## config.mk

```make
export PLATFORM = sky130hd
export DESIGN_NAME = rsv_reset_seq
export DESIGN_NICKNAME = d
export VERILOG_FILES = /design/src/shared/rsv_pkg.sv /design/src/rtl/rsv_reset_seq.sv
export VERILOG_INCLUDE_DIRS = /design/src /design/src/shared
export SDC_FILE = /design/constraint.sdc
export NUM_CORES = 1
export LEC_CHECK = 0
export ABC_CLOCK_PERIOD_IN_PS = 2200
export CORE_MARGIN = 2
export CORE_UTILIZATION = 40
export CTS_CLUSTER_SIZE = 12
export DETAILED_ROUTE_END_ITERATION = 10
export DONT_BUFFER_PORTS = 1
export HOLD_SLACK_MARGIN = 0.12
export PLACE_DENSITY_LB_ADDON = 0.3
export SLEW_MARGIN = 20
export SYNTH_ARGS = -nofsm -noshare
export SYNTH_HDL_FRONTEND = slang
export SYNTH_SLANG_ARGS = --single-unit
export TNS_END_PERCENT = 20
```

## constraint.sdc

```tcl
create_clock -name i_mclk -period 2.2 [get_ports i_mclk]
set_input_delay 0.44 -clock i_mclk [delete_from_list [all_inputs] [get_ports i_mclk]]
set_output_delay 0.44 -clock i_mclk [all_outputs]
set_load 0.05 [all_outputs]
```

## src/shared/rsv_params.svh

```systemverilog
// Constants for the reset sequencer and voltage monitor
`ifndef RSV_PARAMS_SVH
`define RSV_PARAMS_SVH

// Clock and slow tick timing
`define RSV_CLK_PERIOD_NS   100
`define RSV_SLOW_PERIOD_US  30
`define RSV_SLOW_DIV        ((`RSV_SLOW_PERIOD_US * 1000) / `RSV_CLK_PERIOD_NS)
`define RSV_DIV_W           9

// Hold-off counts in slow ticks
`define RSV_CNT_W           12
`define RSV_TICKS_COARSE    12'h200
`define RSV_TICKS_PRECISE   12'h001
`define RSV_TICKS_EXT       12'h008
`define RSV_TICKS_WDT       12'h001
`define RSV_TICKS_BOOT_LP   12'h800
`define RSV_TICKS_BOOT_ON   12'h001
`define RSV_CNT_ONE         12'h001

// Boot time from release to first fetch
`define RSV_BOOT_TIME_US    2200
`define RSV_BOOT_CYCLES     ((`RSV_BOOT_TIME_US * 1000) / `RSV_CLK_PERIOD_NS)
`define RSV_BOOT_W          16
`define RSV_BOOT_VECTOR     16'h0000

// Register offsets
`define RSV_ADDR_VMON_CTRL  8'hE3
`define RSV_ADDR_VCMP_STAT  8'hE4
`define RSV_ADDR_SYS_CTL1   8'hFE
`define RSV_ADDR_SYS_CTL0   8'hFF

// Register reset values and field positions
`define RSV_VMON_RESET      6'h00
`define RSV_POR_LEV_HI      5
`define RSV_POR_LEV_LO      4
`define RSV_POR_LEV_RSVD    2'h3
`define RSV_THROTTLE_BIT    3
`define RSV_TRIP_HI         2
`define RSV_TRIP_LO         0
`define RSV_VCMP_LVD_BIT    1
`define RSV_WDT_STAT_BIT    5
`define RSV_POR_STAT_BIT    4
`define RSV_MEMDIS_BIT      0
`define RSV_POR_STAT_RESET  1'h1
`define RSV_WDT_STAT_RESET  1'h0
`define RSV_MEMDIS_RESET    1'h0
`define RSV_RDATA_ZERO      8'h00

`endif

```

## src/shared/rsv_pkg.sv

```systemverilog
// Types shared by the reset sequencer
package rsv_pkg;

  // Sequencer states
  typedef enum logic [2:0] {
    RSV_ST_RUN     = 3'h0,
    RSV_ST_HOLD    = 3'h1,
    RSV_ST_WDT     = 3'h2,
    RSV_ST_BOOT    = 3'h3,
    RSV_ST_BOOT_LP = 3'h4,
    RSV_ST_WAIT    = 3'h5
  } rsv_state_e;

  // Last reset source
  typedef enum logic [2:0] {
    RSV_SRC_COARSE  = 3'h0,
    RSV_SRC_PRECISE = 3'h1,
    RSV_SRC_EXT     = 3'h2,
    RSV_SRC_WDT     = 3'h3,
    RSV_SRC_BOOT    = 3'h4
  } rsv_src_e;

endpackage : rsv_pkg

```

## src/rtl/rsv_reset_seq.sv

```systemverilog
// Reset sequencer with voltage monitor control registers
`timescale 1ns/1ns
`include "rsv_params.svh"

////////////////////////////////////////////////////////////////////////////////
// Notes on behaviour
// RULE1 - Hold reset while each source lasts
// RULE2 - Main oscillator off in power or pin reset
// RULE3 - Count slow ticks per source before release
// RULE4 - Release synchronised to processor clock
// RULE5 - Precise power-on spares the bandgap trim; o_trim_rst still pulses for one cycle when the last source was another
// RULE6 - Status bits follow reset type
// RULE7 - Bandgap stays powered always
// RULE8 - Boot takes 2.2 ms to first fetch
// RULE9 - Slow oscillator stops only on coarse power-on
// RULE10 - Boot reset keeps main oscillator off
// RULE11 - Main oscillator on one tick before release
// RULE12 - Power, pin and watchdog resets clear voltage monitor control; boot reset leaves it unchanged
// RULE13 - Power-on level 11b is reserved
// RULE14 - Throttle enable and detect reset speed
// RULE15 - Trip select sets comparator level
// RULE16 - Status bit shows live comparator
// RULE17 - Low voltage raises system interrupt
// RULE18 - Power-on holds system until supplies good
// RULE19 - Software writes zero to reserved bits
// RULE20 - Watchdog status cleared only by zero
// RULE21 - Clearing power-on status enables watchdog
// RULE22 - Ten-bit or wider tick counter per source
module rsv_reset_seq #(
  parameter int BOOT_CYCLES = `RSV_BOOT_CYCLES
) (
  // Clock and reset
  input  wire logic       i_mclk,
  input  wire logic       i_rst_n,
  // Reset sources
  input  wire logic       i_coarse_por,
  input  wire logic       i_precise_por,
  input  wire logic       i_ext_reset_pin,
  input  wire logic       i_wdt_expire,
  input  wire logic       i_boot_reset_req,
  // Comparator
  input  wire logic       i_lvd_cmp,
  // Register port
  input  wire logic [7:0] i_addr,
  input  wire logic [7:0] i_wdata,
  input  wire logic       i_wr,
  input  wire logic       i_rd,
  output logic      [7:0] o_rdata,
  // Resets and power
  output logic            o_cpu_rst,
  output logic            o_reg_rst,
  output logic            o_trim_rst,
  output logic            o_main_osc_en,
  output logic            o_slow_osc_en,
  output logic            o_bandgap_en,
  // Boot
  output logic            o_code_start,
  output logic     [15:0] o_boot_vector,
  // Monitor settings and status
  output logic      [1:0] o_por_level,
  output logic      [2:0] o_lvd_trip,
  output logic            o_throttle,
  output logic            o_lvd_irq,
  output logic            o_wdt_enable,
  output logic            o_mem_init_disable
);

  //////////////////////////////////////////////////////////////////////////////
  // Input synchronisers
  //////////////////////////////////////////////////////////////////////////////

  logic [3:0] sync1_q;  // First stage, read only by second
  logic [3:0] sync2_q;  // Second stage, safe to use
  logic       coarse_s; // Coarse power-on level
  logic       precise_s; // Precise power-on level
  logic       ext_s;    // External pin level
  logic       lvd_s;    // Comparator level

  // Two flops on every asynchronous level
  always_ff @(posedge i_mclk or negedge i_rst_n) begin
    if (!i_rst_n) begin
      sync1_q <= 4'hF;
      sync2_q <= 4'hF;
    end else begin
      sync1_q <= {i_lvd_cmp, i_ext_reset_pin, i_precise_por, i_coarse_por};
      sync2_q <= sync1_q;
    end
  end

  assign coarse_s  = sync2_q[0];
  assign precise_s = sync2_q[1];
  assign ext_s     = sync2_q[2];
  assign lvd_s     = sync2_q[3];

  //////////////////////////////////////////////////////////////////////////////
  // Slow tick divider
  //////////////////////////////////////////////////////////////////////////////

  logic [`RSV_DIV_W-1:0] div_q;    // Divider count
  logic                  tick;     // One-cycle slow tick
  logic                  tick_end; // Divider at terminal count

  assign tick_end = (div_q == `RSV_DIV_W'(`RSV_SLOW_DIV - 1));
  assign tick     = tick_end && !coarse_s;

  // Slow clock stands still under coarse power-on
  always_ff @(posedge i_mclk or negedge i_rst_n) begin
    if (!i_rst_n) begin
      div_q <= '0;
    end else if (coarse_s || tick_end) begin
      div_q <= '0; // [RULE9]
    end else begin
      div_q <= div_q + `RSV_DIV_W'(1);
    end
  end

  assign o_slow_osc_en = !coarse_s; // [RULE9]

  //////////////////////////////////////////////////////////////////////////////
  // Sequencer state machine
  //////////////////////////////////////////////////////////////////////////////

  rsv_pkg::rsv_state_e   state_q;  // Current state
  rsv_pkg::rsv_state_e   state_d;  // Next state
  rsv_pkg::rsv_src_e     src_q;    // Last source seen
  rsv_pkg::rsv_src_e     src_d;    // Next source
  logic [`RSV_CNT_W-1:0] cnt_q;    // Hold-off tick counter
  logic [`RSV_CNT_W-1:0] cnt_d;    // Next counter value
  logic                  lvl_any;  // Any power or pin source active
  logic                  wdt_en;   // Watchdog armed
  logic                  por_q;    // Power-on status bit
  logic                  watchdog_status_bit_q;   // Watchdog status bit
  logic                  memdis_q; // Memory init disable bit

  assign lvl_any = coarse_s || precise_s || ext_s; // [RULE18]
  assign wdt_en  = !por_q; // [RULE21]

  // Hold-off count chosen by the source that ended
  function automatic logic [`RSV_CNT_W-1:0] hold_ticks(
    input rsv_pkg::rsv_src_e src
  );
    unique case (src)
      rsv_pkg::RSV_SRC_COARSE:  hold_ticks = `RSV_TICKS_COARSE;
      rsv_pkg::RSV_SRC_PRECISE: hold_ticks = `RSV_TICKS_PRECISE;
      rsv_pkg::RSV_SRC_EXT:     hold_ticks = `RSV_TICKS_EXT;
      rsv_pkg::RSV_SRC_WDT:     hold_ticks = `RSV_TICKS_WDT;
      default:                  hold_ticks = `RSV_TICKS_BOOT_ON;
    endcase
  endfunction

  // Source priority while levels are active
  function automatic rsv_pkg::rsv_src_e pick_src(
    input logic              c,
    input logic              p,
    input rsv_pkg::rsv_src_e cur,
    input logic              keep
  );
    if (c || (keep && cur == rsv_pkg::RSV_SRC_COARSE)) begin
      pick_src = rsv_pkg::RSV_SRC_COARSE;
    end else if (p || (keep && cur == rsv_pkg::RSV_SRC_PRECISE)) begin
      pick_src = rsv_pkg::RSV_SRC_PRECISE;
    end else begin
      pick_src = rsv_pkg::RSV_SRC_EXT;
    end
  endfunction

  // Next-state logic
  always_comb begin
    state_d = state_q;
    src_d   = src_q;
    cnt_d   = cnt_q;
    if (lvl_any) begin
      // Power or pin level wins from any state
      state_d = rsv_pkg::RSV_ST_HOLD; // [RULE1]
      src_d   = pick_src(coarse_s, precise_s, src_q,
                         state_q == rsv_pkg::RSV_ST_HOLD);
    end else begin
      unique case (state_q)
        rsv_pkg::RSV_ST_RUN: begin
          if (i_wdt_expire && wdt_en) begin
            state_d = rsv_pkg::RSV_ST_WDT;
            src_d   = rsv_pkg::RSV_SRC_WDT;
          end else if (i_boot_reset_req) begin
            state_d = rsv_pkg::RSV_ST_BOOT;
            src_d   = rsv_pkg::RSV_SRC_BOOT;
          end
        end
        rsv_pkg::RSV_ST_HOLD, rsv_pkg::RSV_ST_WDT: begin
          // Leave on a tick so the count runs whole ticks
          if (tick) begin
            state_d = rsv_pkg::RSV_ST_WAIT; // [RULE1]
            cnt_d   = hold_ticks(src_q); // [RULE3] [RULE22]
          end
        end
        rsv_pkg::RSV_ST_BOOT: begin
          // One tick of boot reset
          if (tick) begin
            state_d = rsv_pkg::RSV_ST_BOOT_LP;
            cnt_d   = `RSV_TICKS_BOOT_LP; // [RULE10]
          end
        end
        rsv_pkg::RSV_ST_BOOT_LP: begin
          // Low power hold-off after boot reset
          if (tick) begin
            if (cnt_q == `RSV_CNT_ONE) begin
              state_d = rsv_pkg::RSV_ST_WAIT;
              cnt_d   = hold_ticks(src_q);
            end else begin
              cnt_d = cnt_q - `RSV_CNT_ONE; // [RULE10]
            end
          end
        end
        rsv_pkg::RSV_ST_WAIT: begin
          // Main oscillator runs; count ticks to release
          if (tick) begin
            if (cnt_q == `RSV_CNT_ONE) begin
              state_d = rsv_pkg::RSV_ST_RUN; // [RULE3] [RULE11]
            end else begin
              cnt_d = cnt_q - `RSV_CNT_ONE; // [RULE3]
            end
          end
        end
        default: begin
          state_d = rsv_pkg::RSV_ST_HOLD;
        end
      endcase
    end
  end

  // State registers
  always_ff @(posedge i_mclk or negedge i_rst_n) begin
    if (!i_rst_n) begin
      state_q <= rsv_pkg::RSV_ST_HOLD;
      src_q   <= rsv_pkg::RSV_SRC_COARSE;
      cnt_q   <= '0;
    end else begin
      state_q <= state_d;
      src_q   <= src_d;
      cnt_q   <= cnt_d;
    end
  end

  //////////////////////////////////////////////////////////////////////////////
  // Power and reset outputs
  //////////////////////////////////////////////////////////////////////////////

  logic osc_off;  // Main oscillator held off
  logic rst_raw;  // Processor reset before sync
  logic reg_rst;  // Register reset from a source
  logic [1:0] cpu_pipe_q; // Release synchroniser

  assign osc_off = lvl_any
                || (state_q == rsv_pkg::RSV_ST_HOLD)     // [RULE2]
                || (state_q == rsv_pkg::RSV_ST_BOOT)
                || (state_q == rsv_pkg::RSV_ST_BOOT_LP); // [RULE10]
  assign o_main_osc_en = !osc_off; // [RULE2] [RULE11]
  assign rst_raw = (state_q != rsv_pkg::RSV_ST_RUN) || lvl_any;
  assign reg_rst = lvl_any
                || (state_q == rsv_pkg::RSV_ST_HOLD)
                || (state_q == rsv_pkg::RSV_ST_WDT); // [RULE5]
  assign o_reg_rst  = reg_rst;
  assign o_trim_rst = reg_rst && (src_q != rsv_pkg::RSV_SRC_PRECISE); // [RULE5]
  assign o_bandgap_en = 1'b1; // [RULE7]

  // Assert on the next clock edge, release after two clock edges
  always_ff @(posedge i_mclk or negedge i_rst_n) begin
    if (!i_rst_n) begin
      cpu_pipe_q <= 2'h3;
    end else if (rst_raw) begin
      cpu_pipe_q <= 2'h3;
    end else begin
      cpu_pipe_q <= {cpu_pipe_q[0], 1'b0}; // [RULE4]
    end
  end

  assign o_cpu_rst = cpu_pipe_q[1]; // [RULE4]

  //////////////////////////////////////////////////////////////////////////////
  // Boot timer
  //////////////////////////////////////////////////////////////////////////////

  logic [`RSV_BOOT_W-1:0] boot_q; // Cycles since release
  logic                   start_q; // Code may run from vector

  // Count boot time after processor release
  always_ff @(posedge i_mclk or negedge i_rst_n) begin
    if (!i_rst_n) begin
      boot_q  <= '0;
      start_q <= 1'b0;
    end else if (o_cpu_rst) begin
      boot_q  <= '0;
      start_q <= 1'b0;
    end else if (boot_q == `RSV_BOOT_W'(BOOT_CYCLES - 1)) begin
      start_q <= 1'b1; // [RULE8]
    end else begin
      boot_q <= boot_q + `RSV_BOOT_W'(1);
    end
  end

  assign o_code_start  = start_q;
  assign o_boot_vector = `RSV_BOOT_VECTOR; // [RULE8]

  //////////////////////////////////////////////////////////////////////////////
  // Register decode
  //////////////////////////////////////////////////////////////////////////////

  logic [5:0] vmon_q;   // Voltage monitor control
  logic       lvd_q;    // Registered comparator for outputs
  logic       wr_vmon;  // Write to monitor control
  logic       wr_ctl0;  // Write to status control 0
  logic       wr_ctl1;  // Write to status control 1
  logic       lev_ok;   // Level field not reserved
  logic       src_pwr;  // Power-on or pin reset active
  logic       src_wdt;  // Watchdog reset active
  logic [7:0] rd_mux;   // Read data select

  assign wr_vmon = i_wr && (i_addr == `RSV_ADDR_VMON_CTRL);
  assign wr_ctl0 = i_wr && (i_addr == `RSV_ADDR_SYS_CTL0);
  assign wr_ctl1 = i_wr && (i_addr == `RSV_ADDR_SYS_CTL1);
  assign lev_ok  = i_wdata[`RSV_POR_LEV_HI:`RSV_POR_LEV_LO]
                   != `RSV_POR_LEV_RSVD; // [RULE13]
  assign src_pwr = lvl_any || (state_q == rsv_pkg::RSV_ST_HOLD);
  assign src_wdt = (state_q == rsv_pkg::RSV_ST_WDT);

  //////////////////////////////////////////////////////////////////////////////
  // Voltage monitor control
  //////////////////////////////////////////////////////////////////////////////

  // Cleared by power, pin or watchdog reset, not boot reset; reserved level code ignored
  always_ff @(posedge i_mclk or negedge i_rst_n) begin
    if (!i_rst_n) begin
      vmon_q <= `RSV_VMON_RESET;
    end else if (reg_rst) begin
      vmon_q <= `RSV_VMON_RESET; // [RULE12]
    end else if (wr_vmon) begin
      vmon_q[`RSV_THROTTLE_BIT:0] <= i_wdata[`RSV_THROTTLE_BIT:0]; // [RULE15]
      if (lev_ok) begin
        vmon_q[`RSV_POR_LEV_HI:`RSV_POR_LEV_LO] <=
          i_wdata[`RSV_POR_LEV_HI:`RSV_POR_LEV_LO]; // [RULE13]
      end
    end
  end

  assign o_por_level = vmon_q[`RSV_POR_LEV_HI:`RSV_POR_LEV_LO];
  assign o_lvd_trip  = vmon_q[`RSV_TRIP_HI:`RSV_TRIP_LO]; // [RULE15]

  //////////////////////////////////////////////////////////////////////////////
  // Status bits
  //////////////////////////////////////////////////////////////////////////////

  // Hardware set wins over software clear
  always_ff @(posedge i_mclk or negedge i_rst_n) begin
    if (!i_rst_n) begin
      por_q    <= `RSV_POR_STAT_RESET;
      watchdog_status_bit_q   <= `RSV_WDT_STAT_RESET;
      memdis_q <= `RSV_MEMDIS_RESET;
    end else if (src_pwr) begin
      por_q    <= 1'b1; // [RULE6]
      watchdog_status_bit_q   <= 1'b0; // [RULE6]
      memdis_q <= 1'b0; // [RULE6]
    end else if (src_wdt) begin
      por_q  <= 1'b0; // [RULE6]
      watchdog_status_bit_q <= 1'b1; // [RULE6] [RULE20]
    end else begin
      if (wr_ctl0 && !i_wdata[`RSV_POR_STAT_BIT]) begin
        por_q <= 1'b0; // [RULE21]
      end
      if (wr_ctl0 && !i_wdata[`RSV_WDT_STAT_BIT]) begin
        watchdog_status_bit_q <= 1'b0; // [RULE20]
      end
      if (wr_ctl1) begin
        memdis_q <= i_wdata[`RSV_MEMDIS_BIT];
      end
    end
  end

  assign o_wdt_enable       = wdt_en; // [RULE21]
  assign o_mem_init_disable = memdis_q;

  //////////////////////////////////////////////////////////////////////////////
  // Comparator outputs
  //////////////////////////////////////////////////////////////////////////////

  // Registered copy of the comparator for outputs
  always_ff @(posedge i_mclk or negedge i_rst_n) begin
    if (!i_rst_n) begin
      lvd_q <= 1'b0;
    end else begin
      lvd_q <= lvd_s;
    end
  end

  assign o_throttle = vmon_q[`RSV_THROTTLE_BIT] && lvd_q; // [RULE14]
  assign o_lvd_irq  = lvd_q; // [RULE17]

  //////////////////////////////////////////////////////////////////////////////
  // Read path
  //////////////////////////////////////////////////////////////////////////////

  // Read select; reserved bits and unmapped reads give zero
  always_comb begin
    rd_mux = `RSV_RDATA_ZERO;
    unique case (i_addr)
      `RSV_ADDR_VMON_CTRL: rd_mux[5:0] = vmon_q;
      `RSV_ADDR_VCMP_STAT: rd_mux[`RSV_VCMP_LVD_BIT] = lvd_s; // [RULE16]
      `RSV_ADDR_SYS_CTL0: begin
        rd_mux[`RSV_WDT_STAT_BIT] = watchdog_status_bit_q; // [RULE20]
        rd_mux[`RSV_POR_STAT_BIT] = por_q;
      end
      `RSV_ADDR_SYS_CTL1: rd_mux[`RSV_MEMDIS_BIT] = memdis_q;
      default: rd_mux = `RSV_RDATA_ZERO;
    endcase
  end

  // Read data in the cycle after the strobe only
  always_ff @(posedge i_mclk or negedge i_rst_n) begin
    if (!i_rst_n) begin
      o_rdata <= `RSV_RDATA_ZERO;
    end else if (i_rd) begin
      o_rdata <= rd_mux;
    end else begin
      o_rdata <= `RSV_RDATA_ZERO;
    end
  end

endmodule // rsv_reset_seq

```

# Yosys cells after proc, flatten, opt, wreduce, memory -nomap -nowiden
# Cells that the tools add are included.
word_totals:
  input_bits: 26
  out_inout_bits: 40
  mem_count: 0
  rom_bits: 0
  latch_bits: 0
  wordCells: 141
  ramBits: 0
  regBits: 70
classes:
  multipliers: 0
  eq_ne: 30
  div_mod_pow: 0
  bitwise_logic: 1
  n_mux: 47
  add_sub_neg: 3
  n_shift: 0
  reduce_logical: 44
  n_lt_le_gt_ge: 0
ops:
  columns: ["op", "count"]
  rows:
  - ["2-to-1 mux 12 bit", 6]
  - ["case mux 12 bit (4 select lines)", 1]
  - ["2-to-1 mux 3 bit", 14]
  - ["equality test 8 bit, second input constant", 4]
  - ["2-to-1 mux 16 bit", 2]
  - ["case mux 10 bit (2 select lines)", 1]
  - ["2-to-1 mux 6 bit", 3]
  - ["inequality test 3 bit, second input constant", 6]
  - ["adder 16 x 1 -> 16 bit, second input constant", 1]
  - ["equality test 16 x 15 -> 1 bit, second input constant", 1]
  - ["inequality test 2 bit, second input constant", 8]
  - ["case mux 3 bit (5 select lines)", 1]
  - ["AND reduction 7 bit", 2]
  - ["equality test 12 x 1 -> 1 bit, second input constant", 1]
  - ["nonzero test 3 bit", 4]
  - ["subtractor 12 x 1 -> 12 bit, second input constant", 1]
  - ["logical AND 1 bit", 11]
  - ["2-to-1 mux 1 bit", 11]
  - ["logical OR 1 bit", 10]
  - ["nonzero test 2 bit", 5]
  - ["adder 9 x 1 -> 9 bit, second input constant", 1]
  - ["equality test 3 x 2 -> 1 bit, second input constant", 3]
  - ["equality test 9 bit, second input constant", 1]
  - ["2-to-1 mux 9 bit", 1]
  - ["other kinds (13)", 26]

# Logic depth before layout (Yosys ltp)
# Gate-level depths: netlist of the first run.
depth:
  ltp_word: 6
  mapped_depth: 8
  ltp_nobuf: 7

# Worst setup path before layout of the first run
# OpenSTA, ideal clock, no wires.
synth_path:
  path_type: "reg2out"
  startpoint: "register state_q[0]"
  endpoint: "output o_main_osc_en"
  arrival_time_ns: 2.211
  slack_ns: -0.451
  required_ns: 1.760
  path_buffers: 2
  path_stages_with_launch: 5
  cell_sequence: "dfstp_2 -> clkbuf_1 -> clkbuf_1 -> nor2_1 -> nor3b_1"
synth_between:
  elab_chain_cells: 5
synth_rtl:
  columns: ["element", "line", "rtl"]
  rows:
  - ["from (decl)", "rsv_reset_seq.sv:123", "rsv_pkg::rsv_state_e state_q;"]
  - ["from (signal assigned)", "rsv_reset_seq.sv:233", "state_q <= rsv_pkg::RSV_ST_HOLD;"]
  - ["from (signal assigned)", "rsv_reset_seq.sv:237", "state_q <= state_d;"]
  - ["equality test 3 x 1 -> 1 bit", "rsv_reset_seq.sv:253", "|| (state_q == rsv_pkg::RSV_ST_HOLD)"]
  - ["logical OR 1 bit", "rsv_reset_seq.sv:253", null]
  - ["logical OR 1 bit", "rsv_reset_seq.sv:254", "|| (state_q == rsv_pkg::RSV_ST_BOOT)"]
  - ["logical OR 1 bit (*)", "rsv_reset_seq.sv:255", "|| (state_q == rsv_pkg::RSV_ST_BOOT_LP);"]
  - ["zero test 1 bit (*)", "rsv_reset_seq.sv:256", "assign o_main_osc_en = !osc_off;"]
  - ["to (decl)", "rsv_reset_seq.sv:53", "output logic o_main_osc_en,"]
# Every way passes the cells marked *; elsewhere a longest branch is shown, timed or not.

# Worst setup path in the final report of the first run
layout_path:
  startpoint: "register sync2_q[1]"
  endpoint: "output o_trim_rst"
layout_between:
  elab_chain_cells: 5
layout_rtl:
  columns: ["element", "line", "rtl"]
  rows:
  - ["from (decl)", "rsv_reset_seq.sv:73", "logic [3:0] sync2_q;"]
  - ["from (signal assigned)", "rsv_reset_seq.sv:86", "sync2_q <= sync1_q;"]
  - ["logical OR 1 bit (2 in a row)", "rsv_reset_seq.sv:135", "assign lvl_any = coarse_s || precise_s || ext_s;"]
  - ["logical OR 1 bit", "rsv_reset_seq.sv:259", "|| (state_q == rsv_pkg::RSV_ST_HOLD)"]
  - ["logical OR 1 bit", "rsv_reset_seq.sv:260", "|| (state_q == rsv_pkg::RSV_ST_WDT);"]
  - ["logical AND 1 bit", "rsv_reset_seq.sv:262", "assign o_trim_rst = reg_rst && (src_q != rsv_pkg::RSV_SRC_PRECISE);"]
  - ["to (decl)", "rsv_reset_seq.sv:52", "output logic o_trim_rst,"]
# No other way between the ends.

==> results of run 1 <==
[power groups by stage]
stage,logic (uW),clock network (uW),registers (uW)
2_1_floorplan,140,0,1350
4_1_cts,177,1000,1320
3_5_place_dp,137,0,1340
3_3_place_gp,136,0,1340
5_1_grt,190,1050,1320
6_report,175,964,1320
[repair_timing]
action / in CTS / in global routing
hold endpoints to repair: 74 / 0
pin swaps: 1 / 4
setup buffers: 4 / 0
hold buffers: 6 / 0
gates resized for setup: 8 / 6
endpoints found under the setup margin: 6 / 10
[worst register-to-register path: cells and delay by family, from the launching register on]
family	cells	cell delay, ns
AO/OA/AOI/OAI	2	0.27
flip-flops	1	0.39
AND/OR/NAND/NOR	3	1.38
[final timing paths]
kind | cells past startpoint | from | slack [ns] | to
worst max-delay path | 5 | sync2_q[1] | 0.04 | o_trim_rst
worst min-delay path | 1 | i_addr[0] | 0.18 | o_rdata[0]
worst max register to register | 5 | div_q[4] | 0.08 | cnt_q[3]
worst min register to register | 0 | sync1_q[0] | 0.36 | sync2_q[0]
max in group asynchronous | 2 | i_rst_n | 1.25 | sync2_q[1]
min in group asynchronous | 2 | i_rst_n | 0.63 | o_rdata[3]
[registers in the layout, summed over array words and instances, names as in the netlist]
register               count
o_mem_init_disable         1
src_q                      3
div_q                      9
state_q                    3
o_code_start               1
cpu_pipe_q                 2
o_lvd_irq                  1
boot_q                    16
vmon_q                     6
sync1_q                    4
watchdog_status_bit_q      1
sync2_q                    4
cnt_q                     12
o_rdata                    6
por_q                      1
[cell type report]
class,instances,area (um2),share of cell area
tap,108,135,0.0323
clock buffer,13,169,0.0403
inverter,10,37.5,0.00896
multi-input combinational,278,1770,0.423
sequential,70,1770,0.422
timing repair buffer,34,292,0.0696
clock inverter,3,17.5,0.00418
[placed cells by master, fill, tap and decap left out, types with 3 or more instances in the layout]
master         count
o31ai_1            3
clkbuf_8          12
or3_1              5
nor2b_1            3
nand3_1           11
and2_1             8
inv_1              9
xor2_1            10
buf_4             27
nand4_1            5
dfstp_2           12
nor2_1            55
and4_1             3
nor3_1            13
mux2i_1            6
o21ai_0            7
a21oi_1           12
nand2_1           22
dfrtp_1           57
nand2b_1           3
dlygate4sd3_1      5
o21ai_1            5
and3_1             6
or4_1              4
ha_1               4
conb_1            19
nor3_2             6
nor4_1             3
xnor2_1           17
[per-layer routing]
metal  up-vias  share of wire  wire length [um]  track usage
li1       1326              -                 -            -
met1      1296           0.46              3370        0.198
met2        54           0.48              3520        0.258
met3        12          0.046               338       0.0418
met4         0          0.016               114       0.0601
met5         -              0                 0            0
[cell families after synthesis]
kind of cell / share of synthesized area
flip-flops: 0.481
multiplexers: 0.0194
adder cells (fa/ha/maj): 0.0136
other: 0.00204
AO/OA/AOI/OAI: 0.0936
buffers and inverters: 0.0718
XOR/XNOR: 0.0643
AND/OR/NAND/NOR: 0.255
[metrics by stage]
| step | instances | TNS [ns] |
|---|---|---|
| after floorplan | 392 | -0.243 |
| after global placement | 490 | 0 |
| after detailed placement | 490 | -0.0234 |
| after CTS | 516 | 0 |
| after global routing | 516 | -0.0493 |
| final | 516 | 0 |
==> results_dict.tcl, run 1 <==
set metrics [dict create \
    run_status "finished, final reports clean" \
    min_period_over_period 0.984 \
    synthFlopType "dfrtp_1" \
    cellPowerDensity_nw_per_um2 587 \
    synth_top_area_frac 0.395 \
    crit_family "simple AND/OR/NAND/NOR gates" \
    routed-via-count 2688 \
    p_total_uw 2460 \
    rsz0062_at_grt "true" \
    cp_common_cell "buf_4" \
    swShare 0.250 \
    synth-edff-count 0 \
    slowest_stage "or3_4" \
    yosys_warnings 0 \
    slew_headroom 0.628 \
    fin_util 0.476 \
    yosysTopAreaCell "dfrtp_1" \
    postRouteAntennaNets 0 \
    port_buffers 0 \
    worst_slew_pin_slew_ns 0.559 \
    cts_made_buffers 9 \
    io_pins 66 \
    synth-seq-cells 70 \
    dieArea_um2 9970 \
    vdd_drop_max_v 0.000284 \
    cp.arrival_ns 1.72 \
    nets 433 \
    critPathCaptureType "output pin" \
    die_w_um 99.9 \
    antenna_found_initial 0 \
    ys_seq_area_frac 0.481 \
    synth_cell_type_count 65 \
    synth_common_cells "dfrtp_1, nor2_1, buf_4, nand2_1, xnor2_1" \
    cts_buffer_depth 2 \
    fin_hold_ws_ns 0.183 \
    yosysMostFrequentCell "dfrtp_1" \
    worstPathRequired_ns 1.76 \
    synthArstFlopShare 1.00 \
    rows 34 \
    clk_latency_ns 0.35 \
    place_congestion 0.879 \
    avgSynthCellArea_um2 9.80 \
    cap_violations 0 \
    leakage_uw 0.00182 \
    cp_max_fo 4 \
    path_clk_slew_ns 0.07 \
    layout-drive-gt1-share 0.216 \
    drt_wl_total_um 7340 \
    dpl_cell_area_um2 3830 \
    start_util 0.417 \
    cts.sinks 70 \
    first_global_vias 2692 \
    combPwrFrac 0.071 \
    die_h_um 99.9 \
    crit_type "register to output pin" \
    syn-cell-area_um2 3680 \
    seqPwrFrac 0.537 \
    fillers 808 \
    first_iter_violations 64 \
    coreArea_um2 8810 \
    grt-ovfl-total 0 \
    via_per_inst 5.21 \
    slew_violations 0 \
    worst-path-buf-inv 2 \
    cp-start-kind "register" \
    cp_cell_sequence "or3_4 > nor3_2 > buf_4 > a21oi_1 > buf_4" \
    pre_cts_ws_ns -0.0164 \
    area_delta_synth_final_pct 14.0 \
    critPathMaxStageDelay_ns 0.41 \
    pwr-share-clk 0.392 \
    cts_tree "done" \
    finalCriticalPeriod_ns 2.16 \
    syn_inst 375 \
    clock-root-buffer "clkbuf_8" \
    wl_per_cell_um 14.2 \
    p_switching_uw 615 \
    skew_ns 0.00656 \
    grt_pass1_wl_um 12600 \
    num_antenna_cells 0 \
    fmax_ghz 0.462 \
    hp-class "primary input to register" \
    hold_viol_final 0 \
    h-tree-depth 3 \
    setup_viol 0 \
    drc 0 \
    grt_max_degree 71 \
    dr.pass1.iters 4 \
    hpwl_um 5250 \
    design_area_um2 4190 \
    synthTopCellsByArea "dfrtp_1, dfstp_2, nor2_1, buf_4, xnor2_1" \
    power.internal_uw 1840 \
    track_usage 0.157 \
    fin_ws_ns 0.0359 \
]
No activity file was read; power rests on OpenSTA's default activity.
==> run 2, diff against run 1 <==
- ABC_CLOCK_PERIOD_IN_PS: 2200 -> 1960
- PLACE_DENSITY: not set -> 0.63
- PLACE_DENSITY_LB_ADDON: 0.3 -> not set
- clock period: 2.2 -> 1.96 ns (I/O delays scaled with it)
==> results_dict.tcl, run 2 (synthesis results as in run 1) <==
set metrics [dict create \
    slew_headroom 0.619 \
    first_global_vias 2777 \
    rows 34 \
    path_clk_slew_ns 0.08 \
    first_iter_violations 105 \
    fmax_ghz 0.471 \
    grt-ovfl-total 0 \
    crit_path_end "cnt_q[7]" \
    via_per_inst 5.27 \
    finalCriticalPeriod_ns 2.12 \
    hp-class "primary input to asynchronous set/reset pin" \
    seq_area_um2 1770 \
    nets 460 \
    clock-root-buffer "clkbuf_8" \
    cap_violations 0 \
    r2r-start "div_q[2]" \
    hpwl_um 5430 \
    critPathCaptureType "register" \
    cellPowerDensity_nw_per_um2 677 \
    cp-start-kind "register" \
    start_util 0.417 \
    dp.cells 515 \
    postRouteAntennaNets 0 \
    vdd_drop_max_v 0.000607 \
    grt_max_degree 71 \
    fin_ws_ns -0.165 \
    clk_latency_ns 0.35 \
    violations "negative hold slack, negative setup slack" \
    postCtsHoldBufs 4 \
    run_status "complete, but fails checks" \
    cts_made_buffers 9 \
    multi_input_area_um2 1830 \
    fin_hold_ws_ns -0.275 \
    drc 0 \
    die_h_um 99.9 \
    biggestRegsByFlops "boot_q (16), cnt_q (12), div_q (9)" \
    hold_viol_final 70 \
    place_congestion 0.897 \
    h-tree-depth 3 \
    crit_type "register to register" \
    setup.worst_path.start "div_q[2]" \
    cp.arrival_ns 2.37 \
    routed-via-count 2862 \
    final_cell_mix "dfrtp_1, nor2_1, buf_4" \
    r2r_slack_ns -0.16 \
    final_common_cell "dfrtp_1" \
    worstPathRequired_ns 2.20 \
    drt_wl_total_um 8000 \
    cts_buffer_depth 2 \
    stdcell_count 543 \
    num_antenna_cells 0 \
    dr.pass1.iters 5 \
    leakage_uw 0.00200 \
    area_delta_synth_final_pct 22.7 \
    wl_per_cell_um 14.7 \
    coreArea_um2 8810 \
    skew_ns 0.0113 \
    r2r_cells 5 \
    cts.sinks 70 \
    slew_violations 0 \
    layout-drive-gt1-share 0.278 \
    rr_endpoint "cnt_q[7]" \
    antenna_found_initial 0 \
    dieArea_um2 9970 \
    rsz0062_at_grt "true" \
    port_buffers 0 \
    setup_viol 15 \
    cts_tree "done" \
    die_w_um 99.9 \
    fillers 783 \
    worst_slew_pin_slew_ns 0.571 \
    top_register "boot_q" \
    min_period_over_period 1.08 \
    track_usage 0.167 \
    grt_pass1_wl_um 13300 \
    io_pins 66 \
    largest_reg_flops 16 \
    cp_max_fo 7 \
]
[run 2: cell count changes in the layout (fill, tap and decap cells not counted), moves of 2 or more]
| cell | previous run | this run |
|---|---|---|
| nor3_2 | 6 | 3 |
| bufinv_16 | 0 | 2 |
| buf_4 | 27 | 54 |
| nor3_4 | 0 | 3 |
| clkinv_2 | 2 | 0 |
[run 2: stage by stage]
stage               TNS [ns]  setup slack, ns   util  instance area, um2  power, uW
finish                 -1.77           -0.165  0.512                4510       3050
global route           -2.84           -0.260  0.512                4510       3160
CTS                    -1.79           -0.170  0.509                4480       3080
detailed placement     -1.80           -0.175  0.459                4040       1670
global placement       -1.31           -0.147  0.459                4040       1670
floorplan              -2.37           -0.208      -                3770       1670
[run 2: layer usage]
| metal | vias to the layer above | GRT usage | share of wire |
|---|---|---|---|
| met5 | - | 0 | 0 |
| met4 | 0 | 0.0685 | 0.018 |
| li1 | 1381 | - | - |
| met1 | 1381 | 0.219 | 0.44 |
| met2 | 87 | 0.271 | 0.49 |
| met3 | 13 | 0.0362 | 0.053 |
[run 2: critical path: stages (launching register included)]
cell and delay [ns]:
dfrtp_1 0.39, or4b_4 0.57, or4_4 0.66, nor3_2 0.22
xnor2_1 0.14, nor2_1 0.05
[run 2: final cells by class]
class	count	share of cell area
inverters	10	0.00999
well taps	108	0.0300
clock buffers	12	0.0366
flip-flops and latches	70	0.392
clock inverters	4	0.0169
multi-input cells	278	0.405
repair buffers	61	0.109
[run 2: power breakdown]
| group | switching, uW | total [uW] | internal (uW) |
|---|---|---|---|
| sequential | 12.7 | 1480 | 1470 |
| combinational | 134 | 179 | 45.0 |
| clock | 566 | 1390 | 826 |
| total | 713 | 3050 | 2340 |
[run 2: worst min path at each step]
stage | end | slack, ns | depth (start not counted)
global route | boot_q[13] | -0.29 | 0
detailed placement | boot_q[13] | 0.1 | 0
CTS | boot_q[13] | -0.28 | 0
floorplan | boot_q[0] | 0.1 | 0
global placement | boot_q[11] | 0.1 | 0
finish | boot_q[13] | -0.27 | 0
[run 2: timing repair]
| item | CTS | global route |
|---|---|---|
| pin swaps | 10 | 7 |
| hold endpoints to repair | 74 | 70 |
| setup buffers | 7 | 1 |
| endpoints found under the setup margin | 16 | 16 |
| resized for setup | 23 | 3 |
==> run 3, diff against run 2 <==
- HOLD_SLACK_MARGIN: 0.12 -> 0.03
==> results_dict.tcl, run 3 (synthesis results as in run 1) <==
set metrics [dict create \
    critPathCaptureType "register" \
    cts_tree "done" \
    coreArea_um2 8810 \
    cp-start-kind "register" \
    top_register "boot_q" \
    grt_max_degree 71 \
    largest_reg_flops 16 \
    antenna_found_initial 0 \
    hold_viol_final 70 \
    combPwrFrac 0.058 \
    postRouteAntennaNets 0 \
    io_pins 66 \
    nets 458 \
    run_status "complete, but fails checks" \
    cp_max_fo 7 \
    first_iter_violations 116 \
    grt_pass1_wl_um 13300 \
    hp-class "primary input to asynchronous set/reset pin" \
    finalCriticalPeriod_ns 2.12 \
    drc 0 \
    start_util 0.417 \
    postCtsHoldBufs 2 \
    final_cell_mix "dfrtp_1, nor2_1, buf_4" \
    fmax_ghz 0.471 \
    critPathMaxStageDelay_ns 0.66 \
    slew_violations 0 \
    path_clk_slew_ns 0.08 \
    dr.pass1.iters 4 \
    cts_buffer_depth 2 \
    dpl_cell_area_um2 4040 \
    skew_ns 0.0113 \
    grt-ovfl-total 0 \
    layout-drive-gt1-share 0.279 \
    cts.sinks 70 \
    multi_input_area_um2 1830 \
    vdd_drop_max_v 0.000592 \
    place_congestion 0.897 \
    slew_headroom 0.619 \
    die_w_um 99.9 \
    worstPathRequired_ns 2.20 \
    crit_type "register to register" \
    dieArea_um2 9970 \
    swShare 0.234 \
    seq_area_um2 1770 \
    rows 34 \
    cellPowerDensity_nw_per_um2 679 \
    pre_cts_ws_ns -0.175 \
    clock-root-buffer "clkbuf_8" \
    seqPwrFrac 0.486 \
    cts_made_buffers 9 \
    num_antenna_cells 0 \
    pwr-share-clk 0.456 \
    setup_tns_ns -1.78 \
    via_per_inst 5.26 \
    min_period_over_period 1.08 \
    p_switching_uw 712 \
    die_h_um 99.9 \
    design_area_um2 4490 \
    routed-via-count 2845 \
    rsz0062_at_grt "true" \
    biggestRegsByFlops "boot_q (16), cnt_q (12), div_q (9)" \
    final_common_cell "dfrtp_1" \
    drt_wl_total_um 7990 \
    setup_viol 15 \
    first_global_vias 2777 \
    track_usage 0.167 \
    fin_ws_ns -0.165 \
    power.internal_uw 2340 \
    slowest_stage "or4_4" \
    cp.arrival_ns 2.37 \
    port_buffers 0 \
    violations "negative hold slack, negative setup slack" \
    fillers 785 \
    area_delta_synth_final_pct 22.1 \
    cp_cell_sequence "or4b_4 > or4_4 > nor3_2 > xnor2_1 > nor2_1" \
    clk_latency_ns 0.35 \
    leakage_uw 0.00199 \
    wl_per_cell_um 14.8 \
    worst_slew_pin_slew_ns 0.571 \
    fin_hold_ws_ns -0.275 \
    cap_violations 0 \
    h-tree-depth 3 \
    hpwl_um 5430 \
]
run 3: cell types whose count changed in the layout (fill, tap and decap cells not counted):
cell,before,now
dlygate4sd3_1,4,2
run 3: power groups by stage:
stage | registers, uW | clock network, uW | logic [uW]
2_1_floorplan | 1510 | 0 | 160
3_3_place_gp | 1510 | 0 | 160
3_5_place_dp | 1510 | 0 | 163
4_1_cts | 1480 | 1420 | 172
5_1_grt | 1480 | 1480 | 187
6_report | 1480 | 1390 | 176
run 3: final cells by class:
class	count	area share
Timing Repair Buffer	59	0.105
Clock inverter	4	0.0170
Sequential cell	70	0.394
Multi-Input combinational cell	278	0.407
Tap cell	108	0.0301
Inverter	10	0.0100
Clock buffer	12	0.0368
run 3: final timing paths:
path / end / from / slack, ns / cells after the start
min in group i_mclk: sync1_q[2] / i_ext_reset_pin / 0.05 / 0
hold reg to reg: sync2_q[1] / sync1_q[1] / 0.36 / 0
max in group asynchronous: sync1_q[1] / i_rst_n / 2.02 / 0
setup reg to reg: cnt_q[7] / div_q[2] / -0.16 / 5
hold / removal: boot_q[13] / i_rst_n / -0.28 / 0
setup / recovery: cnt_q[7] / div_q[2] / -0.16 / 5
run 3: stage by stage:
step	power, uW	cells	utilization	hold WS, ns
final	3050	541	0.510	-0.275
after global routing	3150	541	0.510	-0.288
after CTS	3070	540	0.507	-0.281
after detailed placement	1670	515	0.459	0.0990
after global placement	1670	515	0.459	0.0990
after floorplan	1670	392	-	0.0964
run 3: repair_timing:
action | CTS | global route
pin swaps | 10 | 7
endpoints found under the hold margin | 72 | 70
setup buffers | 7 | 1
endpoints found under the setup margin | 16 | 16
resized for setup | 23 | 3
run 3: layer usage:
layer | track usage | vias up | share of wire
li1 | - | 1377 | -
met1 | 0.219 | 1373 | 0.44
met2 | 0.270 | 82 | 0.49
met3 | 0.0362 | 13 | 0.052
met4 | 0.0685 | 0 | 0.018
met5 | 0 | - | 0
run 3: critical path, delay by kind of cell, from the launching register on:
kind | cells | cell delay [ns]
XOR/XNOR | 1 | 0.14
flip-flops | 1 | 0.39
AND/OR/NAND/NOR | 4 | 1.50
